File: src/hdl/sscr_pkg.sv
package sscr_pkg;
	// ----------------------------------------
	// register map
	// ----------------------------------------
	localparam logic [7:0] ADDR_STATS_CTRL  = 8'h08;
	localparam logic [7:0] ADDR_FACT_TEST_A = 8'h09;
	localparam logic [7:0] ADDR_FACT_TEST_B = 8'h0A;
	localparam logic [7:0] ADDR_EDGE_LED    = 8'h0B;

	localparam logic [7:0] RST_STATS_CTRL  = 8'h00;
	localparam logic [7:0] RST_FACT_TEST_A = 8'h40;
	localparam logic [7:0] RST_FACT_TEST_B = 8'h00;
	localparam logic [7:0] RST_EDGE_LED    = 8'h00;

	// ----------------------------------------
	// field positions
	// ----------------------------------------
	localparam int BIT_CLEAR      = 7;
	localparam int BIT_HOLD       = 6;
	localparam int BIT_REF_EDGE   = 6;
	localparam int BIT_SPI_EDGE   = 0;
	localparam int BIT_HOST_REFERENCE_CLOCK_OUT = 1;
	localparam int LED_MODE_HI    = 5;
	localparam int LED_MODE_LO    = 4;
	localparam int NUM_PORTS      = 5;

	// counters held per port, and clear walk length
	localparam int                CNT_PER_PORT = 36;
	localparam logic [5:0]        CLR_LAST     = 6'h23;
	localparam logic [5:0]        IDX_FIRST    = 6'h00;
	localparam logic [5:0]        IDX_STEP     = 6'h01;
	localparam logic [NUM_PORTS-1:0] PORTS_NONE = 5'h00;

	typedef enum logic [0:0] {
		SSCR_IDLE  = 1'b0,
		SSCR_CLEAR = 1'b1
	} sscr_state_t;
endpackage

File: src/hdl/sscr_regs.sv
`timescale 1ns/100ps
// Operation
// - writing one to the clear bit zeroes every statistics counter of each enabled port.
// - the clear bit drops to zero by itself when the clear walk has finished.
// - while the hold bit is one, counters of enabled ports stop counting.
// - a five-bit enable field, bit 4 for port 5 down to bit 0 for port 1, picks the ports.
// - the reference-clock edge bit picks falling (1) or rising (0) edge on the host port.
// - the serial read-edge bit, zero at reset, picks the serial clock edge for read data.
module sscr_regs (
	// clock and reset
	input  wire logic                              i_ref_clk,
	input  wire logic                              i_resetn,
	// register port
	input  wire logic                              i_wr_en,
	input  wire logic                              i_rd_en,
	input  wire logic [7:0]                        i_addr,
	input  wire logic [7:0]                        i_wdata,
	output logic      [7:0]                        o_rdata,
	output logic                                   o_rvalid,
	// statistics counter control
	output logic      [sscr_pkg::NUM_PORTS-1:0]    o_stats_hold,
	output logic      [sscr_pkg::NUM_PORTS-1:0]    o_stats_clear_port,
	output logic      [5:0]                        o_stats_clear_index,
	output logic                                   o_stats_clear_we,
	// edge selects
	output logic                                   o_ref_clk_falling,
	output logic                                   o_spi_read_rising
);
	import sscr_pkg::*;

	// ----------------------------------------
	// control state
	// ----------------------------------------
	logic                 clear_q;
	logic                 hold_q;
	logic [NUM_PORTS-1:0] port_en_q;
	logic                 ref_edge_q;
	logic                 spi_edge_q;
	logic [1:0]           led_mode_q;
	logic                 host_reference_clock_out_q;
	sscr_state_t          state_q;
	logic [5:0]           idx_q;
	logic [NUM_PORTS-1:0] clr_ports_q;

	// ----------------------------------------
	// decode helpers
	// ----------------------------------------
	// one compare shared by both write decoders
	function automatic logic addr_hit(input logic [7:0] addr, input logic [7:0] reg_addr);
		addr_hit = (addr == reg_addr);
	endfunction

	function automatic logic is_walking(input sscr_state_t state);
		is_walking = (state == SSCR_CLEAR);
	endfunction

	// bit 5 is reserved and reads zero
	function automatic logic [7:0] stats_image(input logic clr, input logic hld,
			input logic [NUM_PORTS-1:0] en);
		logic [7:0] img;
		img                = 8'h00;
		img[BIT_CLEAR]     = clr;
		img[BIT_HOLD]      = hld;
		img[NUM_PORTS-1:0] = en;
		stats_image        = img;
	endfunction

	// top bit and bits 3..2 are reserved and read zero
	function automatic logic [7:0] edge_image(input logic ref_edge, input logic [1:0] led,
			input logic host_reference_clock_out, input logic spi_edge);
		logic [7:0] img;
		img                          = 8'h00;
		img[BIT_REF_EDGE]            = ref_edge;
		img[LED_MODE_HI:LED_MODE_LO] = led;
		img[BIT_HOST_REFERENCE_CLOCK_OUT]          = host_reference_clock_out;
		img[BIT_SPI_EDGE]            = spi_edge;
		edge_image                   = img;
	endfunction

	logic wr_stats;
	logic wr_edge;
	logic clear_done;
	assign wr_stats   = i_wr_en && addr_hit(i_addr, ADDR_STATS_CTRL);
	assign wr_edge    = i_wr_en && addr_hit(i_addr, ADDR_EDGE_LED);
	assign clear_done = is_walking(state_q) && (idx_q == CLR_LAST);

	// ----------------------------------------
	// stats control register
	// ----------------------------------------
	always_ff @(posedge i_ref_clk) begin
		if (!i_resetn) begin
			hold_q    <= RST_STATS_CTRL[BIT_HOLD];
			port_en_q <= RST_STATS_CTRL[NUM_PORTS-1:0];
		end else if (wr_stats) begin
			hold_q    <= i_wdata[BIT_HOLD];
			port_en_q <= i_wdata[NUM_PORTS-1:0];
		end
	end

	// a new write of one while busy keeps the bit set; completion clears it
	always_ff @(posedge i_ref_clk) begin
		if (!i_resetn) begin
			clear_q <= RST_STATS_CTRL[BIT_CLEAR];
		end else if (wr_stats && i_wdata[BIT_CLEAR]) begin
			clear_q <= 1'b1;
		end else if (clear_done) begin
			clear_q <= 1'b0;
		end
	end

	// ----------------------------------------
	// clear walk, one counter index per cycle
	// ----------------------------------------
	always_ff @(posedge i_ref_clk) begin
		if (!i_resetn) begin
			state_q     <= SSCR_IDLE;
			idx_q       <= IDX_FIRST;
			clr_ports_q <= PORTS_NONE;
		end else begin
			unique case (state_q)
				SSCR_IDLE: begin
					if (clear_q) begin
						state_q     <= SSCR_CLEAR;
						idx_q       <= IDX_FIRST;
						clr_ports_q <= port_en_q;
					end
				end
				SSCR_CLEAR: begin
					if (clear_done) begin
						state_q <= SSCR_IDLE;
					end else begin
						idx_q <= idx_q + IDX_STEP;
					end
				end
			endcase
		end
	end

	// ----------------------------------------
	// edge and led register
	// ----------------------------------------
	always_ff @(posedge i_ref_clk) begin
		if (!i_resetn) begin
			ref_edge_q   <= RST_EDGE_LED[BIT_REF_EDGE];
			spi_edge_q   <= RST_EDGE_LED[BIT_SPI_EDGE];
			led_mode_q   <= RST_EDGE_LED[LED_MODE_HI:LED_MODE_LO];
			host_reference_clock_out_q <= RST_EDGE_LED[BIT_HOST_REFERENCE_CLOCK_OUT];
		end else if (wr_edge) begin
			ref_edge_q   <= i_wdata[BIT_REF_EDGE];
			spi_edge_q   <= i_wdata[BIT_SPI_EDGE];
			led_mode_q   <= i_wdata[LED_MODE_HI:LED_MODE_LO];
			host_reference_clock_out_q <= i_wdata[BIT_HOST_REFERENCE_CLOCK_OUT];
		end
	end

	// ----------------------------------------
	// hold output, one flop per port
	// ----------------------------------------
	// the freeze mask follows the enable field live, unlike the clear snapshot
	always_ff @(posedge i_ref_clk) begin
		if (!i_resetn) begin
			o_stats_hold <= PORTS_NONE;
		end else begin
			o_stats_hold <= hold_q ? port_en_q : PORTS_NONE;
		end
	end

	// ----------------------------------------
	// clear strobe outputs
	// ----------------------------------------
	always_ff @(posedge i_ref_clk) begin
		if (!i_resetn) begin
			o_stats_clear_port  <= PORTS_NONE;
			o_stats_clear_index <= IDX_FIRST;
			o_stats_clear_we    <= 1'b0;
		end else begin
			o_stats_clear_port  <= is_walking(state_q) ? clr_ports_q : PORTS_NONE;
			o_stats_clear_index <= idx_q;
			o_stats_clear_we    <= is_walking(state_q);
		end
	end

	// ----------------------------------------
	// edge select outputs
	// ----------------------------------------
	always_ff @(posedge i_ref_clk) begin
		if (!i_resetn) begin
			o_ref_clk_falling <= RST_EDGE_LED[BIT_REF_EDGE];
			o_spi_read_rising <= RST_EDGE_LED[BIT_SPI_EDGE];
		end else begin
			o_ref_clk_falling <= ref_edge_q;
			o_spi_read_rising <= spi_edge_q;
		end
	end

	// ----------------------------------------
	// read port; reserved bits read zero
	// ----------------------------------------
	always_ff @(posedge i_ref_clk) begin
		if (!i_resetn) begin
			o_rvalid <= 1'b0;
		end else begin
			o_rvalid <= i_rd_en;
		end
	end

	// data holds between reads so a slow master can take it late
	always_ff @(posedge i_ref_clk) begin
		if (!i_resetn) begin
			o_rdata <= 8'h00;
		end else if (i_rd_en) begin
			unique case (i_addr)
				ADDR_STATS_CTRL:  o_rdata <= stats_image(clear_q, hold_q,
					port_en_q);
				ADDR_FACT_TEST_A: o_rdata <= RST_FACT_TEST_A;
				ADDR_FACT_TEST_B: o_rdata <= RST_FACT_TEST_B;
				ADDR_EDGE_LED:    o_rdata <= edge_image(ref_edge_q, led_mode_q, host_reference_clock_out_q,
					spi_edge_q);
				default:          o_rdata <= 8'h00;
			endcase
		end
	end
endmodule

File: config.mk
export PLATFORM = sky130hd
export DESIGN_NAME = sscr_regs
export DESIGN_NICKNAME = d
export VERILOG_FILES = /design/src/hdl/sscr_pkg.sv /design/src/hdl/sscr_regs.sv
export SDC_FILE = /design/constraint.sdc
export NUM_CORES = 1
export LEC_CHECK = 0
export ABC_AREA = 1
export BUFFER_PORTS_ARGS = -buffer_cell sky130_fd_sc_hd__buf_2
export CORE_MARGIN = 2
export CORE_UTILIZATION = 50
export CTS_CLUSTER_SIZE = 10
export DETAILED_ROUTE_END_ITERATION = 16
export PLACE_DENSITY = 0.75
export REMOVE_ABC_BUFFERS = 1
export SLEW_MARGIN = 20
export SYNTH_ARGS = -nofsm -noshare
export SYNTH_HDL_FRONTEND = slang
export SYNTH_SLANG_ARGS = --single-unit
File: constraint.sdc
create_clock -name i_ref_clk -period 1.85 [get_ports i_ref_clk]
set_clock_uncertainty 0.05 [all_clocks]
set_input_delay 0.2775 -clock i_ref_clk [delete_from_list [all_inputs] [get_ports i_ref_clk]]
set_output_delay 0.2775 -clock i_ref_clk [all_outputs]
set_load 0.01 [all_outputs]
# == Word level (Yosys, flattened, before mapping) ==
# Index checks and enable logic that the tools add are counted.
# classes
n_addsub,1
n_eq_ne,6
muxes,9
n_bitwise,1
reduce_logical,9
# ops
operator,count
8-bit by 4-bit equality test with 1-bit output (second input constant),3
8-bit case mux with 3 select lines,1
6-bit 2-to-1 mux,2
6-bit case mux with 2 select lines,1
2-bit AND reduction,4
6-bit by 1-bit adder with 6-bit output (second input constant),1
6-bit equality test (second input constant),1
1-bit logical AND,4
1-bit 2-to-1 mux,4
2-bit inequality test (second input constant),2
1-bit case mux with 2 select lines,1
2-bit nonzero test,1
1-bit inverter,1
# totals
ff_bits,52
in_bits,20
out_inout_bits,28
elab_cells,44

# == Logic depth before layout (Yosys ltp) ==
# Gate-level depths: netlist (run 1).
# depth
word_depth,4
depth_mapped,9
ltp_nobuf,9

# == Worst setup path after synthesis (run 1) ==
# Ideal clock, no wire load.
# synth_path
path_type,register to register
from,register idx_q[0]
to,register idx_q[0]
setup_time_ns,0.109
arrival_time_ns,1.017
required_time_ns,1.691
path_slack_ns,0.674
path_stages_with_launch,8
path_buffers,0
period_less_slack_ns,1.176
path_cell_list,dfxtp_1 ha_1 nand4_1 nand2_1 nand2_1 nand2_1 nand2_1 inv_1
# synth_between
elab_chain_cells,4
elab_cells_between_ends,7
cone_classes,1 x add/sub; 2 x eq/ne; 2 x mux; 2 x reduce/logical
# synth_rtl
item,line,source
"start, declared",sscr_regs.sv:42,logic [5:0] idx_q;
"start signal, assigned",sscr_regs.sv:132,idx_q <= idx_q + IDX_STEP;
"parallel branches: the longest is 4 deep, another holds 6-bit by 1-bit adder with 6-bit output",--,
# Parallel ways; which one is timed is not known. The select of a mux whose other input is x is not followed.
# A chain may end at the register's enable or synchronous reset.

# == Final worst setup path (run 1) ==
# Same ends and word-level chain as after synthesis.

==> impl_metrics.tcl, run 1 <==
set metrics [dict create \
    status "complete, no violations" \
    ant_nets 0 \
    grt_max_degree 35 \
    post_drt_wl_per_cell_um 10.7 \
    ys_types 25 \
    path_clk_slew_ns 0.09 \
    cts_hold_buf 0 \
    fp.dieH_um 66.3 \
    rows 22 \
    synth_ff_type "dfxtp_1" \
    htree_num_levels 2 \
    final_area_um2 2310 \
    synth_top_area_cell "dfxtp_1" \
    fin_tns_setup_ns 0 \
    crit_top_cell "nand2_1" \
    synth_edf_count 0 \
    fin_crit_sh_pct 75.5 \
    maxCapViolations 0 \
    r2r_setup_slack_ns 0.45 \
    cts_buffers 5 \
    cts_tree "yes" \
    die_area_um2 4400 \
    nets 308 \
    period_needed_ns 1.40 \
    io_buffers 47 \
    grt_use_met1_pct 24.0 \
    overflow 0 \
    ys_seq_elements 52 \
    rsz0062_at_grt "no" \
    use_met2_pct 28.5 \
    avgViaCountPerCell 4.72 \
    dp_hpwl_um 2620 \
    syn_inst 238 \
    totalPowerFinal_mw 1.88 \
    peakVddDrop_mv 0.459 \
    hold_viol_final 0 \
    drt-initial-drc-count 74 \
    timing.critical_path.buf_inv 1 \
    setup_violations 0 \
    grt_usage_pct 18.5 \
    drt-pass1-iter-count 4 \
    hold_path.class "input pin to flip-flop" \
    start_util_pct 52.7 \
    cts_resized 0 \
    yosys_warnings 0 \
    drive_gt1_share_pct 24.0 \
    n_antenna_cell 0 \
    syn2layout_area_growth_pct 18.9 \
    cp-end-kind "flip-flop" \
    postCtsSetupBuffers 0 \
    io_pins 48 \
    wl_um 3590 \
    route.vias.total 1580 \
    critPathMaxStageDelay_ns 0.38 \
    cp.required_ns 2.05 \
    critPathArrivalTime_ns 1.60 \
    relSlewSlack_pct 65.6 \
    layout.cells.most_common "dfxtp_1" \
    top_usage_layer "met2" \
    cts_sinks 52 \
    synth_area_um2 1940 \
    globalplace.congestion 0.785 \
    ys_seq_area_share_pct 53.6 \
    max_freq_mhz 716 \
    place_area_um2 2210 \
    cp_top_family "simple AND/OR/NAND/NOR gates" \
    drc 0 \
    critPathLaunchType "flip-flop" \
    cts_buffer_depth 2 \
    worstSkewPairLatency_ns 0.30 \
    slowest_stage "dfxtp_1" \
    drv_slew 0 \
    antenna_found_initial 0 \
    grt_util_met3_pct 5.28 \
    path_max_fanout 5 \
    async_flop_share_pct 0 \
    synth_top_area_share_pct 53.6 \
    synth.avg_cell_area_um2 8.16 \
    synthTopCellsByArea "dfxtp_1 54%, inv_1 7.0%, nand2_1 6.6%, a21oi_1 6.2%, nor2_1 5.0%" \
    final_cell_mix "52 x dfxtp_1, 47 x buf_2, 36 x inv_1" \
    cts_root_buf "clkbuf_8" \
    core-area_um2 3690 \
    power.density_nw_per_um2 815 \
    worstPathCellList "ha_1, nand4_1, nand2_1, nand2_1, nand2_1, nand2_1, inv_1" \
    leakage_nw 1.07 \
    grt_pass1_vias 1388 \
    crit_type "flip-flop to flip-flop" \
    worstMarginPinSlew_ns 0.516 \
    grt_pass1_wl_um 6150 \
    die_x_um 66.3 \
    n_fill_cell 364 \
]
-- report_power, final --
part           internal [mW]  switching [mW]
clock network          0.333           0.335
logic                 0.0316          0.0549
registers               1.12         0.00319
-- state kept, by name (all words and copies together) (netlist names), 2 cells and up --
register	cells
o_stats_clear_port	5
led_mode_q	2
o_rdata	8
o_stats_clear_index	6
port_en_q	5
o_stats_hold	5
clr_ports_q	5
idx_q	6
-- final timing paths --
check	start	to	depth (start not counted)
max reg2reg	idx_q[0]	idx_q[0]	7
min	i_wdata[4]	port_en_q[4]	3
min reg2reg	clr_ports_q[4]	o_stats_clear_port[4]	2
max	idx_q[0]	idx_q[0]	7
-- worst register-to-register path: stages, from the launching register on --
cell and delay [ns]:
dfxtp_1 0.38, ha_1 0.21, nand4_1 0.21, nand2_1 0.21
nand2_1 0.13, nand2_1 0.09, nand2_1 0.04, inv_1 0.04
-- layout make-up --
class / instances / area, um^2 / share of cell area, %
timing repair buffer: 47 / 235 / 10.2
inverter: 41 / 171 / 7.42
tap: 48 / 60.1 / 2.60
clock buffer: 7 / 96.3 / 4.17
multi-input combinational: 140 / 707 / 30.6
sequential: 52 / 1040 / 45.0
-- cell families (layout without fill, tap and decap cells) --
kind of cell / Yosys count / count (layout) / synth area share (%)
simple gates: 87 / 87 / 22.0
flops: 52 / 52 / 53.6
compound gates: 51 / 51 / 13.3
buf+inv: 46 / 95 / 10.0
fa+ha+maj: 1 / 1 / 0.644
xor+xnor: 1 / 1 / 0.451
-- per-layer routing --
| metal | share of wire (%) | wire length (um) |
|---|---|---|
| met4 | 1.7 | 62 |
| met5 | 0 | 0 |
| met3 | 6.3 | 227 |
| met1 | 48 | 1710 |
| met2 | 44 | 1590 |
-- Yosys cell counts, types with 2 or more instances --
library cell,number
nor2_4,2
o21ai_1,11
nand3_1,15
a21oi_1,24
inv_2,3
clkbuf_1,3
nand2_4,2
nand2_2,3
dfxtp_1,52
nand2_1,34
o22ai_1,2
inv_1,36
nor2_1,26
o21ai_0,14
-- per-stage QoR --
step	hold WS (ns)	utilization [%]	std cells	worst slack (ns)
final	0.171	62.7	335	0.453
after detailed placement	0.383	60.0	328	0.492
after CTS	0.159	62.7	335	0.471
after floorplan	0.321	-	233	0.667
after global placement	0.377	60.0	328	0.566
after global routing	0.177	62.7	335	0.309
Power figures use the tool's default switching activity.
==> run 2, diff against run 1 <==
--- a/config.mk
+++ b/config.mk
@@ -8,10 +8,10 @@
 export ABC_AREA = 1
 export BUFFER_PORTS_ARGS = -buffer_cell sky130_fd_sc_hd__buf_2
 export CORE_MARGIN = 2
-export CORE_UTILIZATION = 50
+export CORE_UTILIZATION = 47
 export CTS_CLUSTER_SIZE = 10
 export DETAILED_ROUTE_END_ITERATION = 16
-export PLACE_DENSITY = 0.75
+export PLACE_DENSITY = 0.74
 export REMOVE_ABC_BUFFERS = 1
 export SLEW_MARGIN = 20
 export SYNTH_ARGS = -nofsm -noshare
==> constraint.sdc (replaced) <==
create_clock -name i_ref_clk -period 1.2 [get_ports i_ref_clk]
set_clock_uncertainty 0.05 [all_clocks]
set_input_delay 0.18 -clock i_ref_clk [delete_from_list [all_inputs] [get_ports i_ref_clk]]
set_output_delay 0.18 -clock i_ref_clk [all_outputs]
set_load 0.01 [all_outputs]
==> run 2 against run 1 <==
The flow now finishes with violations (negative setup slack). Final cell count rose by 3.9%. Core utilization fell by 1.8 points. Critical endpoint is now idx_q[5]. Flip-flop and latch count did not move. Hold slack got worse by 0.11 ns. Total power rose by 55%. Largest cell class unchanged. Sequential share of layout area fell by 1.9 points. Sequential power rose by 54%.
==> impl_metrics.tcl, run 2 (synthesis results as in run 1) <==
set metrics [dict create \
    status "finished with violations" \
    failed_checks "negative setup slack" \
    hold_viol_final 0 \
    slowest_stage "dfxtp_2" \
    grt_pass1_vias 1422 \
    cts_hold_buf 0 \
    worstSkewPairLatency_ns 0.31 \
    grt_pass1_wl_um 6170 \
    top_regs "o_rdata: 8 flops, idx_q: 6 flops, o_stats_clear_index: 6 flops" \
    n_antenna_cell 0 \
    crit_type "flip-flop to flip-flop" \
    cts_sinks 52 \
    syn2layout_area_growth_pct 25.2 \
    die_x_um 68.3 \
    switchingPower_uw 672 \
    maxCapViolations 0 \
    instances_no_fill 348 \
    timing.final.ws_setup_ns -0.0585 \
    avgViaCountPerCell 4.59 \
    worstPathCellList "ha_4, nand4_1, nand2_2, nand3_1, a21oi_1" \
    grt_usage_pct 18.2 \
    period_needed_ns 1.26 \
    p_int_mw 2.25 \
    cts_buffer_depth 2 \
    io_pins 48 \
    place_area_um2 2270 \
    cts_tree "yes" \
    io_buffers 47 \
    timing.critical_path.buf_inv 0 \
    cp-end-kind "flip-flop" \
    largest_reg_flops 8 \
    dpl.cell_count 337 \
    peakVddDrop_mv 0.852 \
    overflow 0 \
    wl_um 3810 \
    largest_register "o_rdata" \
    power.density_nw_per_um2 1200 \
    rsz0062_at_grt "yes" \
    globalplace.congestion 0.959 \
    final_cell_mix "48 x dfxtp_1, 47 x buf_2, 36 x inv_1" \
    critPathLaunchType "flip-flop" \
    setup_violations 6 \
    seq_power_share_pct 59.3 \
    cts_buffers 5 \
    dpl_worst_slack_ns -0.0563 \
    nets 318 \
    finish.utilization_pct 60.8 \
    die_area_um2 4660 \
    final_area_um2 2430 \
    layout.cells.most_common "dfxtp_1" \
    totalPowerFinal_mw 2.92 \
    antenna_found_initial 0 \
    htree_num_levels 2 \
    drv_slew 0 \
    fin_crit_sh_pct 105 \
    route.vias.total 1596 \
    cp.required_ns 1.40 \
    fin_tns_setup_ns -0.267 \
    relSlewSlack_pct 82.3 \
    ant_nets 0 \
    n_fill_cell 379 \
    drc 0 \
    p_comb_share_pct 4.7 \
    drive_gt1_share_pct 30.9 \
    fin_hold_ws_ns 0.0600 \
    drt-initial-drc-count 100 \
    drt-pass1-iter-count 4 \
    max_freq_mhz 795 \
    leakage_nw 1.11 \
    path_max_fanout 5 \
    core-area_um2 4000 \
    critPathArrivalTime_ns 1.46 \
    cp_top_family "simple AND/OR/NAND/NOR gates" \
    cts_root_buf "clkbuf_8" \
    grt_max_degree 18 \
    path_clk_slew_ns 0.10 \
    p_sw_share_pct 23.0 \
    worstMarginPinSlew_ns 0.265 \
    rows 23 \
    hold_path.class "input pin to flip-flop" \
    start_util_pct 48.6 \
    post_drt_wl_per_cell_um 10.9 \
    clkPwrFrac_pct 35.9 \
    critPathMaxStageDelay_ns 0.37 \
    fp.dieH_um 68.3 \
    dp_hpwl_um 2660 \
]
run 2: cell types whose count changed in the layout (fill, tap and decap cells not counted), sizes merged:
cell,before,now
buf,47,57
clkinvlp,0,2
clkbuf,7,6
run 2: repair_timing:
action | 4_1_cts | 5_1_grt
hold endpoints to repair | 0 | 0
setup endpoints to repair | 6 | 9
pin swaps | 2 | 3
cloned | 0 | 0
buffers inserted | 1 | 2
gates resized for setup | 8 | 6
run 2: path summary, 6_finish.rpt:
path / startpoint / endpoint / slack (ns) / cells after the start
worst max register to register: idx_q[0] / idx_q[5] / -0.06 / 5
worst min-delay path: i_wdata[3] / port_en_q[3] / 0.06 / 3
worst max-delay path: idx_q[0] / idx_q[5] / -0.06 / 5
worst min register to register: clr_ports_q[2] / o_stats_clear_port[2] / 0.40 / 2
run 2: layer usage:
metal,global-route usage (%),share of wire (%),up-vias
li1,-,-,864
met1,24.1,49,679
met2,27.9,44,45
met3,4.44,5.1,8
met4,8.25,2.0,0
met5,0,0,-
run 2: layout make-up:
class	count	area (um^2)	share of cell area (%)
Timing Repair Buffer	57	310	12.8
Clock inverter	2	15.0	0.617
Sequential cell	52	1050	43.1
Inverter	41	171	7.05
Tap cell	50	62.6	2.57
Multi-Input combinational cell	140	742	30.5
Clock buffer	6	82.6	3.40
run 2: worst min-delay path: stages:
cell     delay (ns)
buf_2          0.08
o21ai_1        0.06
nor2_1         0.07
run 2: power by group through the flow:
stage	logic, mW	registers [mW]	clock network (mW)
after floorplan	0.0568	1.78	0
after global placement	0.138	1.78	0
after detailed placement	0.139	1.78	0
after CTS	0.139	1.74	1.07
after global routing	0.156	1.74	1.12
final	0.139	1.74	1.05
